[config.mk]
export PLATFORM = sky130hd
export DESIGN_NAME = dac_mode_control
export DESIGN_NICKNAME = d
export VERILOG_FILES = /design/src/hdl/dac_ctrl_pkg.sv /design/src/hdl/dac_mode_control.sv
export SDC_FILE = /design/constraint.sdc
export NUM_CORES = 1
export LEC_CHECK = 0
export ABC_AREA = 1
export BUFFER_PORTS_ARGS = -buffer_cell sky130_fd_sc_hd__buf_4
export CORE_AREA = 2 2 266 137
export DETAILED_ROUTE_END_ITERATION = 8
export DIE_AREA = 0 0 268 139
export PLACE_DENSITY = 0.71
export SLEW_MARGIN = 15
export SYNTH_ARGS = -nofsm -noshare
export SYNTH_HDL_FRONTEND = slang
export SYNTH_SLANG_ARGS = --single-unit
[constraint.sdc]
create_clock -name mclk_in -period 3.2 [get_ports mclk_in]
set_input_delay 0.48 -clock mclk_in [delete_from_list [all_inputs] [get_ports mclk_in]]
set_output_delay 0.48 -clock mclk_in [all_outputs]
set_load 0.01 [all_outputs]
[src/hdl/dac_ctrl_pkg.sv]
// Constants and carriers for the DAC mode-control block.
// Assumes a single clock domain; the command word arrives already framed.
package dac_ctrl_pkg;

  // ----------------------------------------------------------------
  // Channel layout
  // ----------------------------------------------------------------
  localparam int NUM_CH = 8; // Analog outputs
  localparam int LO_CH = 6; // Channels in the low mute/disable registers
  localparam int HI_CH = NUM_CH - LO_CH; // Channels in the high registers

  // ----------------------------------------------------------------
  // Control word layout
  // ----------------------------------------------------------------
  localparam int CW_RW_BIT = 15; // 1 = read, 0 = write
  localparam int CW_IDX_MSB = 14;
  localparam int CW_IDX_LSB = 8;
  localparam int CW_DAT_MSB = 7;

  // ----------------------------------------------------------------
  // Register indices
  // ----------------------------------------------------------------
  localparam logic [NUM_CH-1:0][6:0] IDX_ATTEN = {
    7'h11, 7'h10, 7'h06, 7'h05, 7'h04, 7'h03, 7'h02, 7'h01};
  localparam logic [6:0] IDX_MUTE_LO = 7'h07;
  localparam logic [6:0] IDX_DIS_LO = 7'h08;
  localparam logic [6:0] IDX_FCF = 7'h09;
  localparam logic [6:0] IDX_ZFE = 7'h0A;
  localparam logic [6:0] IDX_MUTE_HI = 7'h12;
  localparam logic [6:0] IDX_DIS_HI = 7'h13;

  // ----------------------------------------------------------------
  // Field positions and reset values
  // ----------------------------------------------------------------
  localparam int FCF_ROLLOFF_BIT = 5;
  localparam int FCF_HALF_BIT = 4;
  localparam int FCF_CKDIS_BIT = 3;
  localparam int FCF_FMT_LSB = 0;
  localparam int ZFE_POL_BIT = 6;
  localparam int ZFE_PHASE_BIT = 5;
  localparam int ZFE_RATE_LSB = 3;
  localparam int ZFE_EMPH_LSB = 0;
  localparam logic [7:0] ATTEN_RESET = 8'hFF; // 0 dB
  localparam logic [7:0] ATTEN_MUTE = 8'h80; // Highest infinite code
  localparam int ZERO_RUN_DEF = 1024; // Sample periods of zero data
  localparam int STEP_FS_DEF = 8; // Sample periods per ramp step

  // ----------------------------------------------------------------
  // Audio formats
  // ----------------------------------------------------------------
  typedef enum logic [2:0] {
    FMT_RJ24 = 3'h0,
    FMT_RJ20 = 3'h1,
    FMT_RJ18 = 3'h2,
    FMT_RJ16 = 3'h3,
    FMT_I2S = 3'h4,
    FMT_LJ = 3'h5
  } audio_format_select_t;

  // ----------------------------------------------------------------
  // Carriers
  // ----------------------------------------------------------------
  typedef struct packed {
    logic valid; // One-cycle strobe
    logic [15:0] word; // Framed control word
  } ctrl_cmd_t;

  typedef struct packed {
    logic valid; // One-cycle strobe
    logic [15:0] word; // Read answer
  } ctrl_resp_t;

endpackage : dac_ctrl_pkg

[src/hdl/dac_mode_control.sv]
// DAC mode control: register file, attenuation ramp with soft mute,
// zero detect, clock output select and the static mode outputs.
// Assumes framed control words and a sample-rate tick from logic on mclk_in.
//
// Summary of operation
// - Eight readable 8-bit attenuation levels, reset 0xFF
// - Codes above 128: half-dB steps below 255
// - Codes 0 to 128 mean full mute
// - Step level once per eight sample periods
// - Soft mute ramps level down to mute
// - Clearing mute ramps back to programmed level
// - Disable bit switches output to common mode
// - Rolloff bit: 0 sharp, 1 slow
// - Half-rate bit halves the clock output
// - Clock output disable holds pin low
// - Three-bit format decode, 110/111 not written
// - Zero-flag polarity bit inverts flag pins
// - Top word bit selects read or write
// - All control fields read back their value
// - Any of three emphasis bits enables emphasis
// - Zero detect after 1024 zero sample periods
// - Seven-bit index routes the eight data bits
`timescale 1ns/1ps
module dac_mode_control #(
  parameter int ZERO_RUN_LEN = dac_ctrl_pkg::ZERO_RUN_DEF,
  parameter int STEP_FS_PERIODS = dac_ctrl_pkg::STEP_FS_DEF
) (
  input wire logic mclk_in,
  input wire logic rst_in,
  input wire dac_ctrl_pkg::ctrl_cmd_t cmd_in,
  output dac_ctrl_pkg::ctrl_resp_t resp_out,
  input wire logic fs_tick_in,
  input wire logic [dac_ctrl_pkg::NUM_CH-1:0] sample_zero_in,
  output logic [dac_ctrl_pkg::NUM_CH-1:0][7:0] channel_atten_level_out,
  output logic [dac_ctrl_pkg::NUM_CH-1:0] channel_muted_out,
  output logic [dac_ctrl_pkg::NUM_CH-1:0] channel_output_disable_out,
  output logic filter_rolloff_select_out,
  output dac_ctrl_pkg::audio_format_select_t audio_format_select_out,
  output logic emphasis_all_enable_out,
  output logic [1:0] emphasis_rate_select_out,
  output logic output_phase_invert_out,
  output logic [dac_ctrl_pkg::NUM_CH-1:0] zero_flag_out,
  output logic zero_flag_all_out,
  output logic system_clock_output_out
);
  import dac_ctrl_pkg::*;

  // ----------------------------------------------------------------
  // State
  // ----------------------------------------------------------------
  localparam int ZW = $clog2(ZERO_RUN_LEN + 1); // Zero-run counter width
  localparam int SW = $clog2(STEP_FS_PERIODS + 1); // Step divider width
  localparam logic [ZW-1:0] ZERO_FULL = ZW'(ZERO_RUN_LEN);
  localparam logic [ZW-1:0] ZERO_ONE_SHORT = ZW'(ZERO_RUN_LEN - 1); // Last count before detect
  localparam logic [SW-1:0] STEP_LAST = SW'(STEP_FS_PERIODS - 1);

  typedef struct packed {
    logic [NUM_CH-1:0][7:0] atten; // Programmed levels
    logic [NUM_CH-1:0] mute; // Soft mute requests
    logic [NUM_CH-1:0] dis; // Output disables
    logic filter_rolloff_select; // Rolloff select
    logic clock_out_half_rate; // Clock output half rate
    logic clock_out_disable; // Clock output disable
    logic [2:0] fmt; // Audio format
    logic zero_flag_polarity; // Zero-flag polarity
    logic output_phase_invert; // Output phase invert, stored only
    logic [1:0] dmf; // Emphasis rate
    logic [2:0] emphasis_all_enable; // Emphasis enables, ORed
    logic [NUM_CH-1:0][7:0] level; // Applied levels
    logic [SW-1:0] fs_cnt; // Sample periods since last step
    logic [NUM_CH-1:0][ZW-1:0] zcnt; // Zero-run counters
    logic clk_half; // Divided clock
    ctrl_resp_t resp; // Read answer
  } state_t;

  state_t state_reg; // Registered state
  state_t state_next; // Next state
  logic step; // Ramp step this cycle
  logic is_wr; // Write request
  logic is_rd; // Read request
  logic [6:0] idx; // Addressed register
  logic [7:0] wdat; // Write data
  logic [7:0] rdat; // Read data
  logic [7:0] tgt; // Per-channel ramp target

  assign idx = cmd_in.word[CW_IDX_MSB:CW_IDX_LSB];
  assign wdat = cmd_in.word[CW_DAT_MSB:0];
  assign is_wr = cmd_in.valid && !cmd_in.word[CW_RW_BIT];
  assign is_rd = cmd_in.valid && cmd_in.word[CW_RW_BIT];
  assign step = fs_tick_in && (state_reg.fs_cnt == STEP_LAST);

  // ----------------------------------------------------------------
  // Read multiplexer
  // ----------------------------------------------------------------
  // Reserved bits and unused indices read as zero
  always_comb begin
    rdat = 8'h00;
    for (int c = 0; c < NUM_CH; c++) begin
      if (idx == IDX_ATTEN[c]) begin
        rdat = state_reg.atten[c];
      end
    end
    unique case (idx)
      IDX_MUTE_LO: rdat[LO_CH-1:0] = state_reg.mute[LO_CH-1:0];
      IDX_MUTE_HI: rdat[HI_CH-1:0] = state_reg.mute[NUM_CH-1:LO_CH];
      IDX_DIS_LO: rdat[LO_CH-1:0] = state_reg.dis[LO_CH-1:0];
      IDX_DIS_HI: rdat[HI_CH-1:0] = state_reg.dis[NUM_CH-1:LO_CH];
      IDX_FCF: begin
        rdat[FCF_ROLLOFF_BIT] = state_reg.filter_rolloff_select;
        rdat[FCF_HALF_BIT] = state_reg.clock_out_half_rate;
        rdat[FCF_CKDIS_BIT] = state_reg.clock_out_disable;
        rdat[FCF_FMT_LSB+:3] = state_reg.fmt;
      end
      IDX_ZFE: begin
        rdat[ZFE_POL_BIT] = state_reg.zero_flag_polarity;
        rdat[ZFE_PHASE_BIT] = state_reg.output_phase_invert;
        rdat[ZFE_RATE_LSB+:2] = state_reg.dmf;
        rdat[ZFE_EMPH_LSB+:3] = state_reg.emphasis_all_enable;
      end
      default: begin
        // Attenuation and unmapped indices handled above
      end
    endcase
  end

  // ----------------------------------------------------------------
  // Next-state logic
  // ----------------------------------------------------------------
  always_comb begin
    tgt = ATTEN_MUTE;
    state_next = state_reg;
    state_next.resp.valid = 1'b0;
    state_next.clk_half = !state_reg.clk_half;
    // Register writes; reserved bits are simply not stored
    if (is_wr) begin
      for (int c = 0; c < NUM_CH; c++) begin
        if (idx == IDX_ATTEN[c]) begin
          state_next.atten[c] = wdat;
        end
      end
      unique case (idx)
        IDX_MUTE_LO: state_next.mute[LO_CH-1:0] = wdat[LO_CH-1:0];
        IDX_MUTE_HI: state_next.mute[NUM_CH-1:LO_CH] = wdat[HI_CH-1:0];
        IDX_DIS_LO: state_next.dis[LO_CH-1:0] = wdat[LO_CH-1:0];
        IDX_DIS_HI: state_next.dis[NUM_CH-1:LO_CH] = wdat[HI_CH-1:0];
        IDX_FCF: begin
          state_next.filter_rolloff_select = wdat[FCF_ROLLOFF_BIT];
          state_next.clock_out_half_rate = wdat[FCF_HALF_BIT];
          state_next.clock_out_disable = wdat[FCF_CKDIS_BIT];
          state_next.fmt = wdat[FCF_FMT_LSB+:3];
        end
        IDX_ZFE: begin
          state_next.zero_flag_polarity = wdat[ZFE_POL_BIT];
          state_next.output_phase_invert = wdat[ZFE_PHASE_BIT];
          state_next.dmf = wdat[ZFE_RATE_LSB+:2];
          state_next.emphasis_all_enable = wdat[ZFE_EMPH_LSB+:3];
        end
        default: begin
          // Writes to other indices are dropped
        end
      endcase
    end
    // Read answer one cycle after the request
    if (is_rd) begin
      state_next.resp.valid = 1'b1;
      state_next.resp.word = {1'b1, idx, rdat};
    end
    // Step divider counts sample periods
    if (fs_tick_in) begin
      state_next.fs_cnt = step ? '0 : SW'(state_reg.fs_cnt + 1'b1);
    end
    for (int c = 0; c < NUM_CH; c++) begin
      // Codes at or below the mute code all collapse onto it
      tgt = state_reg.atten[c] < ATTEN_MUTE ? ATTEN_MUTE : state_reg.atten[c];
      if (state_reg.mute[c]) begin
        tgt = ATTEN_MUTE;
      end
      // Ramp from where we are; a new target only turns the direction
      if (step && state_reg.level[c] < tgt) begin
        state_next.level[c] = state_reg.level[c] + 8'h01;
      end else if (step && state_reg.level[c] > tgt) begin
        state_next.level[c] = state_reg.level[c] - 8'h01;
      end
      // Zero run counts sample periods and saturates
      if (fs_tick_in) begin
        if (!sample_zero_in[c]) begin
          state_next.zcnt[c] = '0;
        end else if (state_reg.zcnt[c] != ZERO_FULL) begin
          state_next.zcnt[c] = ZW'(state_reg.zcnt[c] + 1'b1);
        end
      end
    end
  end

  // ----------------------------------------------------------------
  // State register
  // ----------------------------------------------------------------
  always_ff @(posedge mclk_in) begin
    if (rst_in) begin
      state_reg <= '0;
      state_reg.atten <= {NUM_CH{ATTEN_RESET}};
      state_reg.level <= {NUM_CH{ATTEN_RESET}};
    end else begin
      state_reg <= state_next;
    end
  end

  // ----------------------------------------------------------------
  // Outputs
  // ----------------------------------------------------------------
  logic [NUM_CH-1:0] zdet; // Zero detect per channel
  always_comb begin
    for (int c = 0; c < NUM_CH; c++) begin
      zdet[c] = state_reg.zcnt[c] == ZERO_FULL;
      channel_muted_out[c] = state_reg.level[c] <= ATTEN_MUTE;
    end
  end

  assign resp_out = state_reg.resp;
  assign channel_atten_level_out = state_reg.level;
  assign channel_output_disable_out = state_reg.dis;
  assign filter_rolloff_select_out = state_reg.filter_rolloff_select;
  assign audio_format_select_out = audio_format_select_t'(state_reg.fmt);
  assign emphasis_all_enable_out = |state_reg.emphasis_all_enable;
  assign emphasis_rate_select_out = state_reg.dmf;
  assign output_phase_invert_out = state_reg.output_phase_invert;
  assign zero_flag_out = state_reg.zero_flag_polarity ? ~zdet : zdet;
  assign zero_flag_all_out = state_reg.zero_flag_polarity ? ~(&zdet) : &zdet;
  // Full rate passes the clock itself; a flop cannot run at mclk rate.
  // The mux may glitch when the mode bits change, so switch when idle.
  assign system_clock_output_out = state_reg.clock_out_disable ? 1'b0 :
    (state_reg.clock_out_half_rate ? state_reg.clk_half : mclk_in);
endmodule : dac_mode_control

# Word level (Yosys, flattened, before mapping)
# Index checks and enable logic that the tools add are counted.
# W data, S select, Z words.
[word_totals]
register_bits = 267
inputBits = 28
output_inout_bits = 115
elab_cells = 256
[op_classes]
add_sub_neg = 25
n_lt_le_gt_ge = 32
eq_ne = 39
mux = 65
bitwise = 2
n_reduce_logical = 53
[op_table]
columns = ["operator", "n"]
rows = [
  ["$mux W8", 41],
  ["$mux W11", 16],
  ["$add A11 B1 Y11 const B", 8],
  ["$eq A11 B11 Y1 const B", 8],
  ["$ne A11 B11 Y1 const B", 8],
  ["$add A8 B1 Y8 const B", 8],
  ["$gt A8 B8 Y1", 8],
  ["$le A8 B8 Y1 const B", 8],
  ["$lt A8 B8 Y1", 8],
  ["$lt A8 B8 Y1 const B", 8],
  ["$sub A8 B1 Y8 const B", 8],
  ["$reduce_and A2 Y1", 22],
  ["$eq A7 B3 Y1 const B", 4],
  ["$eq A7 B5 Y1 const B", 4],
  ["$eq A7 B4 Y1 const B", 3],
  ["$logic_and A1 B1 Y1", 19],
  ["$mux W17", 1],
  ["$ne A2 B1 Y1 const B", 8],
  ["$pmux W4 S4", 1],
  ["$reduce_bool A2 Y1", 8],
  ["$eq A7 B2 Y1 const B", 2],
  ["$pmux W2 S6", 1],
  ["$not A8 Y8", 1],
  ["$reduce_and A8 Y1", 1],
  ["8 further kinds", 12],
]

# Longest topological paths before layout
# Gate-level depths: netlist of the first run.
[depth]
depth_word = 11
depth_mapped = 21
ltp_nobuf = 21

==> run_results.csv, run 1 <==
group,metric,value,unit
outcome,status,"completed",
layout,n_antenna_cell,0,
place,dp_slack,0.00282,ns
cts,cts_tree,"built",
layout,final_common_cell,"nand2_1",
timing,skew,0.0255,ns
layout,final_nets,2730,
drt,drc_errors,0,
timing,tightest_slew,0.848,ns
critical_path,timing.reg2reg.setup_slack,0.23,ns
global_route,grt_max_degree,70,
die,io_pins,143,
synth,avgSynthCellArea,6.84,um2
drt,wl,51.4,mm
critical_path,startpoint_type,"flip-flop",
critical_path,path_class,"flip-flop to flip-flop",
layout,largest_reg_flops,171,
place,hpwl,38.5,mm
layout,post-route-util,54.7,%
layout,drive_above_1_share,12.0,%
synth,synth_warnings,0,
layout,layout.cells.non_filler,3074,
drt,via_per_inst,5.57,
timing,final_hold_viol_count,0,
global_route,grt_pass1_wl,82.1,mm
layout,fin_area,19200,um2
timing,setup_tns,0,ns
place,place_congestion,1.00,
place,placed_cell_area,18100,um2
timing,slew_headroom,43.4,%
critical_path,crit_fanout,6,
critical_path,cp_data_arrival_time,3.51,ns
timing,slew_viol_final,0,
synth,syn-num-nets,2685,
drt,first_pass_iters,7,
place,port_buffers,142,
drt,vias,17123,
critical_path,crit_required,3.74,ns
die,die_h,139,um
layout,area_growth,11.2,%
synth,netlist.area_leader.share,30.9,%
synth,async_flop_share,0,%
die,start_util,49.2,%
power_and_ir_drop,p_per_area,385,nW/um2
timing,setup_ws,0.230,ns
synth,synth_area,17300,um2
synth,ys_ff_latch,267,
power_and_ir_drop,peakVddDrop,0.331,mV
critical_path,startpoint,"state_reg[202]$_SDFFE_PP0P_",
timing,fin_crit,2.97,ns
global_route,antenna_found_initial,0,
drt,drtIter0Drc,2070,
cts,path_clk_slew,0.07,ns
synth,synth-seq-area-share,30.9,%
synth,synthFlopType,"dfxtp_1",
die,coreArea,35100,um2
timing,period_share,92.8,%
drt,drtAntennaViolNets,0,
timing,clock.fmax,337,MHz
critical_path,rr_startpoint,"state_reg[202]$_SDFFE_PP0P_",
worst_hold_path,min_path_type,"input port to flip-flop",
layout,final_cell_mix,"nand2_1 (656), dfxtp_1 (266), inv_1 (250)",
run,maxCapViolCount,0,
synth,synth-edff-count,0,
cts,clock_latency,0.68,ns
synth,synth.distinct_cells,50,
die,chipWidth,268,um
timing,finalSetupViolCount,0,
cts,hold_buffers,0,
power_and_ir_drop,leakagePower,9.04,nW
global_route,grt_pass1_vias,15400,
global_route,gr-total-overflow,0,
worst_hold_path,hp-start,"cmd_in[7]",
place,dp.cells,3017,
critical_path,cp-end-kind,"flip-flop",
synth,synth.largest_area_cell,"dfxtp_1",
drt,wl_per_cell,16.7,um
global_route,gr-usage-all-layers,27.1,%
synth,synth_area_leaders,"dfxtp_1 (31%), nand2_1 (14%), ha_1 (8.8%)",
die,die_area,37300,um2
timing,rsz0062_at_grt,"yes",
die,row_count,49,
synth,netlist_instances,2527,
[routing by layer]
metal	up-vias	GRT usage [%]	wire length [um]	part of all wire [%]
met4	0	6.82	1100	2.1
met5	-	0	0	0
met1	7902	42.0	24800	48
met2	730	37.0	20400	40
met3	73	6.27	5130	10
li1	8418	-	-	-
[final cells by class]
cell class                 count  area, um2
tap                          484        606
timing repair buffer         162       1230
clock buffer                  40        842
multi-input combinational   1840      10000
inverter                     270       1030
fill                        3348      15900
sequential                   267       5350
clock inverter                11        145
[path summary, 6_finish.rpt]
path,to,depth (start not counted)
worst max register to register,channel_atten_level_out[63]$_SDFFE_PP1P_,21
worst min-delay path,state_reg[234]$_SDFFE_PP1P_,3
worst min register to register,state_reg[17]$_SDFF_PP0_,1
worst max-delay path,channel_atten_level_out[63]$_SDFFE_PP1P_,21
[critical path: stages, from the launching register on]
cell,delay (ns)
dfxtp_1,0.33
inv_1,0.08
nand2_1,0.06
inv_2,0.10
nand2_1,0.06
ha_1,0.30
a21oi_1,0.17
nor2_1,0.07
a21oi_2,0.17
nand3_2,0.17
buf_4,0.19
ha_1,0.32
nand2_1,0.07
nand2_1,0.07
nand3_1,0.07
nand2_1,0.05
a21oi_1,0.16
inv_1,0.06
nand2_1,0.09
nand3_1,0.10
nand2_1,0.07
nand3_1,0.06
[kinds of logic after synthesis]
group | after synthesis | synth area share, %
simple gates | 1286 | 32.9
compound gates | 387 | 12.9
xor+xnor | 37 | 1.87
buf+inv | 420 | 11.6
flops | 267 | 30.9
fa+ha+maj | 130 | 9.75
[per-stage QoR]
stage	hold WS, ns	power, W
global placement	0.402	0.00391
finish	0.0266	0.00741
global route	0.0393	0.00765
detailed placement	0.419	0.00392
CTS	0.00303	0.00746
floorplan	0.393	0.00374
[report_power, final]
group	internal [W]	switching, W
clock network	0.00209	0.00150
logic	0.000120	0.000323
registers	0.00335	0.0000320
total	0.00556	0.00186
[timing repair]
action	in CTS	in global routing
buffers inserted	0	7
pin swaps	0	4
gates cloned	0	0
setup endpoints to repair	1	18
endpoints found under the hold margin	0	0
resized for setup	1	25
[Yosys cell counts (10+ instances only)]
cell type	number
nor2_1	189
ha_1	122
inv_1	256
buf_2	14
xor2_1	24
xnor2_1	13
a21oi_1	194
nand4_1	78
clkbuf_1	31
o211ai_2	10
o21ai_0	89
o211ai_1	66
buf_4	98
nor3_1	57
nand3_1	223
dfxtp_1	267
nand2_2	22
nand2_1	656
or2_2	16
inv_2	13
No activity file was read; power rests on OpenSTA's default activity.
==> run 2: changes to the inputs <==
==> constraint.sdc (replaced) <==
create_clock -name mclk_in -period 3.2 [get_ports mclk_in]
set_input_delay 0.64 -clock mclk_in [delete_from_list [all_inputs] [get_ports mclk_in]]
set_output_delay 0.64 -clock mclk_in [all_outputs]
set_load 0.02 [all_outputs]
==> run 2 against run 1 <==
Register-to-register slack worse by 0.08 ns. Cell area about the same. Critical endpoint is now channel_atten_level_out[62]$_SDFFE_PP1P_. First-iteration DRC count down 16%. Clock power up 1%. Sequential power about the same. Final cell count unchanged. Via count down 0.72%. Global-route usage down 0.96 points. Sequential share of layout area about the same.
==> run_results.csv, run 2 (synthesis results as in run 1) <==
group,metric,value,unit
timing,setup_tns,0,ns
outcome,status,"completed",
global_route,antenna_found_initial,0,
cts,path_clk_slew,0.07,ns
layout,final_common_cell,"nand2_1",
layout,final_cell_mix,"nand2_1 (655), dfxtp_1 (267), inv_1 (252)",
place,placed_cell_area,18200,um2
critical_path,cp-end-kind,"flip-flop",
timing,finalSetupViolCount,0,
drt,wl_met3,4.40,mm
layout,n_antenna_cell,0,
global_route,grt_pass1_vias,15032,
global_route,gr-usage-all-layers,26.1,%
timing,skew,0.00720,ns
critical_path,crit_required,3.74,ns
power_and_ir_drop,p_per_area,389,nW/um2
layout,area_growth,11.3,%
layout,n_fill_cell,3387,
global_route,grt_pass1_wl,79.5,mm
drt,vias,16999,
critical_path,critPathMostFrequentCell,"nand2_1",
drt,route.met2.wl,19.9,mm
drt,met1_length,25.0,mm
layout,fin_area,19200,um2
timing,tightest_slew,0.641,ns
critical_path,crit_chain,"inv_1, nand2_1, inv_2, nand2_1, ha_1, nand2_1, o21ai_0, nand2_1, nand3_1, buf_4, inv_1, fa_1, inv_1, nand3_1, nand2_1, nand2_1, nand2_1, a21oi_1, and2_1, o21ai_0, nand3_1",
timing,final_hold_viol_count,0,
die,coreArea,35100,um2
die,start_util,49.2,%
critical_path,crit_fanout,6,
drt,drtAntennaViolNets,0,
critical_path,path_class,"flip-flop to flip-flop",
timing,clock.fmax,328,MHz
place,port_buffers,142,
critical_path,cp_data_arrival_time,3.59,ns
die,chipWidth,268,um
timing,period_share,95.4,%
cts,clock_latency,0.66,ns
drt,drtIter0Drc,1733,
die,die_h,139,um
global_route,grt_max_degree,79,
drt,highest_layer,"met4",
drt,first_pass_iters,7,
global_route,gr-total-overflow,0,
power_and_ir_drop,leakagePower,9.06,nW
layout,multi_input_area,10000,um2
drt,drc_errors,0,
timing,slew_headroom,57.1,%
layout,drive_above_1_share,11.9,%
layout,final_nets,2730,
power_and_ir_drop,finalPower,0.00748,W
critical_path,critical_path.max_stage_delay,0.35,ns
die,row_count,49,
cts,cts_tree,"built",
place,hpwl,37.7,mm
cts,hold_buffers,0,
run,maxCapViolCount,0,
critical_path,startpoint_type,"flip-flop",
layout,seq_area,5350,um2
timing,fin_crit,3.05,ns
place,place_congestion,0.966,
drt,via_per_inst,5.53,
layout,largest_reg_flops,171,
die,die_area,37300,um2
timing,slew_viol_final,0,
timing,worst_hold_slack,0.218,ns
worst_hold_path,min_path_type,"input port to flip-flop",
drt,wl_per_cell,16.4,um
drt,wl,50.3,mm
die,io_pins,143,
power_and_ir_drop,peakVddDrop,0.255,mV
critical_path,cpMaxStageDelayCell,"fa_1",
## run 2: cell count changes in the layout (fill, tap and decap cells not counted), sizes merged
cell,delta
bufinv,+1
clkinv,+1
clkinvlp,-2
## run 2: stage by stage
| stage | instances | setup slack, ns | utilization [%] |
|---|---|---|---|
| floorplan | 2527 | 0.453 | - |
| global placement | 3023 | 0.211 | 51.7 |
| detailed placement | 3023 | 0.0837 | 51.7 |
| CTS | 3073 | 0.0670 | 54.6 |
| global route | 3074 | -0.0360 | 54.8 |
| finish | 3074 | 0.148 | 54.8 |
## run 2: path summary, 6_finish.rpt
check                              startpoint                                       end  slack [ns]  cells past startpoint
hold / removal                      cmd_in[7]               state_reg[234]$_SDFFE_PP1P_        0.22                      3
hold reg to reg      state_reg[17]$_SDFF_PP0_                  state_reg[17]$_SDFF_PP0_        0.43                      1
setup / recovery  state_reg[202]$_SDFFE_PP0P_  channel_atten_level_out[62]$_SDFFE_PP1P_        0.15                     21
setup reg to reg  state_reg[202]$_SDFFE_PP0P_  channel_atten_level_out[62]$_SDFFE_PP1P_        0.15                     21
## run 2: per-layer routing
metal | global-route usage (%) | vias to the layer above
met1 | 41.2 | 7807
met3 | 4.71 | 70
met5 | 0 | -
met2 | 36.1 | 696
met4 | 5.94 | 0
li1 | - | 8426
## run 2: critical path: cells and delay by family, from the launching register on
family	cells	cell delay [ns]
adders and majority gates	2	0.65
buffers and inverters	5	0.49
AOI/OAI and AO/OA	3	0.47
and+or+nand+nor	11	1.01
DFF	1	0.33
## run 2: what timing repair did
item / in CTS / in global routing
endpoints found under the setup margin: 0 / 15
endpoints found under the hold margin: 0 / 0
resized for setup: 0 / 18
setup buffers: 0 / 1
## run 2: area by class of cell
type	instances	area share (%)
sequential	267	27.8
multi-input combinational	1840	52.0
timing repair buffer	162	6.52
clock buffer	40	4.43
clock inverter	11	0.839
inverter	270	5.29
tap	484	3.15
## run 2: power by group
part / leakage (nW) / switching [W] / internal, W / total, W
Sequential: 2.16 / 0.0000310 / 0.00335 / 0.00338
Clock: 0.505 / 0.00146 / 0.00218 / 0.00364
Combinational: 6.40 / 0.000331 / 0.000122 / 0.000453
Total: 9.06 / 0.00183 / 0.00566 / 0.00748
==> run 3: changes to the inputs <==
--- a/config.mk
+++ b/config.mk
@@ -5,11 +5,10 @@
 export SDC_FILE = /design/constraint.sdc
 export NUM_CORES = 1
 export LEC_CHECK = 0
-export ABC_AREA = 1
 export BUFFER_PORTS_ARGS = -buffer_cell sky130_fd_sc_hd__buf_4
-export CORE_AREA = 2 2 266 137
+export CORE_AREA = 2 2 260 134
 export DETAILED_ROUTE_END_ITERATION = 8
-export DIE_AREA = 0 0 268 139
+export DIE_AREA = 0 0 262 136
 export PLACE_DENSITY = 0.71
 export SLEW_MARGIN = 15
 export SYNTH_ARGS = -nofsm -noshare
==> run 3 against run 2 <==
The run now ends with negative setup slack left. First-iteration DRC count is 3.7% lower. Worst setup slack worse by 0.16 ns. Power is 0.32% lower. Sequential power hardly changed. Combinational power is 2% lower. Area after synthesis is 5.2% lower. Worst hold slack better by 0.052 ns. Sequential share of layout area is 0.89 points lower. Fmax is 4.9% lower. Critical path type unchanged. Critical endpoint is now channel_atten_level_out[39]$_SDFFE_PP1P_. Highest routed layer is now met5.
==> run_results.csv, run 3 <==
group,metric,value,unit
synth,async_flop_share,0,%
synth,synth-edff-count,0,
global_route,antenna_found_initial,0,
die,die_area,35600,um2
synth,synth.largest_area_cell,"dfxtp_1",
synth,synth-seq-area-share,32.6,%
die,start_util,48.7,%
power_and_ir_drop,peakVddDrop,0.381,mV
timing,finalSetupViolCount,1,
layout,area_growth,21.6,%
layout,final_nets,2297,
critical_path,cp-end-kind,"flip-flop",
critical_path,crit_fanout,6,
synth,synth_area,16400,um2
critical_path,path_class,"flip-flop to flip-flop",
drt,vias,15257,
timing,setup_ws,-0.00963,ns
synth,synth.distinct_cells,76,
global_route,grt_pass1_wl,74.4,mm
die,row_count,48,
cts,hold_buffers,0,
timing,fin_crit,3.21,ns
critical_path,critical_path.max_stage_delay,0.35,ns
layout,final_cell_mix,"nand2_1 (271), buf_4 (262), dfxtp_1 (256)",
synth,ys_top_cells_by_count,"nand2_1 (275), dfxtp_1 (267), nor2_1 (178)",
synth,synth_warnings,0,
critical_path,critPathMostFrequentCell,"mux2i_1",
timing,rsz0062_at_grt,"yes",
die,chipWidth,262,um
layout,post-route-util,59.3,%
layout,largest_reg_flops,171,
drt,via_per_inst,5.85,
synth,netlist.area_leader.share,32.6,%
global_route,grt_max_degree,63,
timing,skew,0.0153,ns
timing,tightest_slew,0.923,ns
place,port_buffers,142,
timing,clock.fmax,312,MHz
power_and_ir_drop,leakagePower,8.32,nW
place,place_congestion,0.963,
drt,first_pass_iters,8,
place,dp.cells,2525,
run,maxCapViolCount,0,
timing,period_share,100,%
drt,wl_per_cell,19.0,um
timing,final_hold_viol_count,0,
critical_path,crit_required,3.79,ns
layout,final_common_cell,"nand2_1",
global_route,gr-total-overflow,0,
timing,slew_headroom,38.3,%
synth,synthFlopType,"dfxtp_1",
synth,syn-num-nets,2167,
cts,clock_latency,0.68,ns
die,die_h,136,um
layout,layout.cells.non_filler,2610,
drt,drc_errors,0,
critical_path,startpoint_type,"flip-flop",
die,io_pins,143,
outcome,status,"complete, but fails checks",
global_route,gr-usage-all-layers,26.1,%
layout,n_antenna_cell,0,
synth,netlist_instances,2009,
synth,post-synth-top-count-cell,"nand2_1",
worst_hold_path,min_path_type,"input port to flip-flop",
drt,wl,49.5,mm
place,hpwl,34.9,mm
layout,drive_above_1_share,21.8,%
synth,ys_ff_latch,267,
critical_path,crit_chain,"nor2b_4, nand2_1, ha_1, and4b_1, a211oi_2, o221ai_4, ha_4, inv_1, o21ai_2, a2111oi_2, nor3_1, mux2i_1, mux2i_1",
outcome,violations,"negative setup slack",
cts,cts_tree,"built",
global_route,grt_pass1_vias,13613,
critical_path,cpMaxStageDelayCell,"ha_4",
die,coreArea,33600,um2
synth,synth_area_leaders,"dfxtp_1 (33%), ha_1 (9.3%), nand2_1 (6.3%)",
timing,slew_viol_final,0,
power_and_ir_drop,p_per_area,374,nW/um2
cts,path_clk_slew,0.07,ns
layout,n_fill_cell,2921,
drt,drtIter0Drc,1669,
critical_path,cp_data_arrival_time,3.80,ns
synth,avgSynthCellArea,8.16,um2
drt,drtAntennaViolNets,0,
-- run 3: changes by cell type after synthesis, sizes merged, moves of 52 or more --
cell	previous run	this run
a211o	0	52
nand3	225	61
inv	270	77
a21oi	196	135
o211ai	76	5
nand2	681	275
-- run 3: cell type report --
cell class | count | area [um2] | share of cell area, %
Inverter | 77 | 289 | 1.45
Sequential cell | 267 | 5360 | 26.9
Multi-Input combinational cell | 1486 | 10500 | 52.9
Clock buffer | 38 | 845 | 4.24
Clock inverter | 16 | 171 | 0.860
Timing Repair Buffer | 276 | 2160 | 10.9
Tap cell | 450 | 563 | 2.83
-- run 3: final timing paths --
| check | from | endpoint | slack [ns] | cells after the start |
|---|---|---|---|---|
| max | state_reg[242]$_SDFFE_PP1P_ | channel_atten_level_out[39]$_SDFFE_PP1P_ | -0.01 | 13 |
| min reg2reg | state_reg[17]$_SDFF_PP0_ | state_reg[17]$_SDFF_PP0_ | 0.43 | 1 |
| min | cmd_in[13] | resp_out[13]$_SDFFE_PP0P_ | 0.27 | 3 |
| max reg2reg | state_reg[242]$_SDFFE_PP1P_ | channel_atten_level_out[39]$_SDFFE_PP1P_ | -0.01 | 13 |
-- run 3: logic make-up (layout without fill, tap and decap cells) --
| family | after synthesis | after routing | synth area share [%] |
|---|---|---|---|
| compound gates | 415 | 415 | 16.9 |
| xor+xnor | 109 | 109 | 5.83 |
| fa+ha+maj | 130 | 130 | 10.3 |
| buf+inv | 256 | 407 | 8.33 |
| flops | 267 | 267 | 32.6 |
| mux | 31 | 31 | 1.93 |
| simple gates | 801 | 801 | 24.1 |
-- run 3: stage by stage --
| step | hold WS [ns] | setup TNS, ns | instance area (um2) | total power, W | setup WS (ns) |
|---|---|---|---|---|---|
| final | 0.270 | -0.00963 | 19900 | 0.00746 | -0.00963 |
| after global routing | 0.270 | -0.779 | 19900 | 0.00769 | -0.136 |
| after CTS | 0.255 | -0.0309 | 19100 | 0.00749 | -0.0309 |
| after detailed placement | 0.411 | -1.40 | 17800 | 0.00392 | -0.246 |
| after global placement | 0.400 | -0.0828 | 17800 | 0.00391 | -0.0511 |
| after floorplan | 0.392 | 0 | 16400 | 0.00376 | 0.00316 |
-- run 3: worst max-delay path: cells and delay by family, from the launching register on --
family | cells | cell delay (ns)
AO/OA/AOI/OAI | 4 | 0.89
adder cells (fa/ha/maj) | 2 | 0.67
flip-flops | 1 | 0.33
AND/OR/NAND/NOR | 4 | 0.71
multiplexers | 2 | 0.45
buffers and inverters | 1 | 0.08
-- run 3: report_power, final --
| group | internal (W) | total (W) | switching (W) |
|---|---|---|---|
| clock | 0.00211 | 0.00364 | 0.00152 |
| combinational | 0.000152 | 0.000444 | 0.000292 |
| sequential | 0.00335 | 0.00338 | 0.0000263 |
| total | 0.00562 | 0.00746 | 0.00184 |
-- run 3: routing by layer --
metal | up-vias | global-route usage [%] | wire length, um
li1 | 7238 | - | -
met1 | 7277 | 39.8 | 23200
met2 | 665 | 35.9 | 20100
met3 | 75 | 7.14 | 5160
met4 | 2 | 5.52 | 981
met5 | - | 1.53 | 73
-- run 3: what timing repair did --
| item | in CTS | in global routing |
|---|---|---|
| pin swaps | 22 | 56 |
| endpoints found under the hold margin | 0 | 0 |
| gates resized for setup | 35 | 122 |
| setup endpoints to repair | 17 | 30 |
| setup buffers | 13 | 19 |
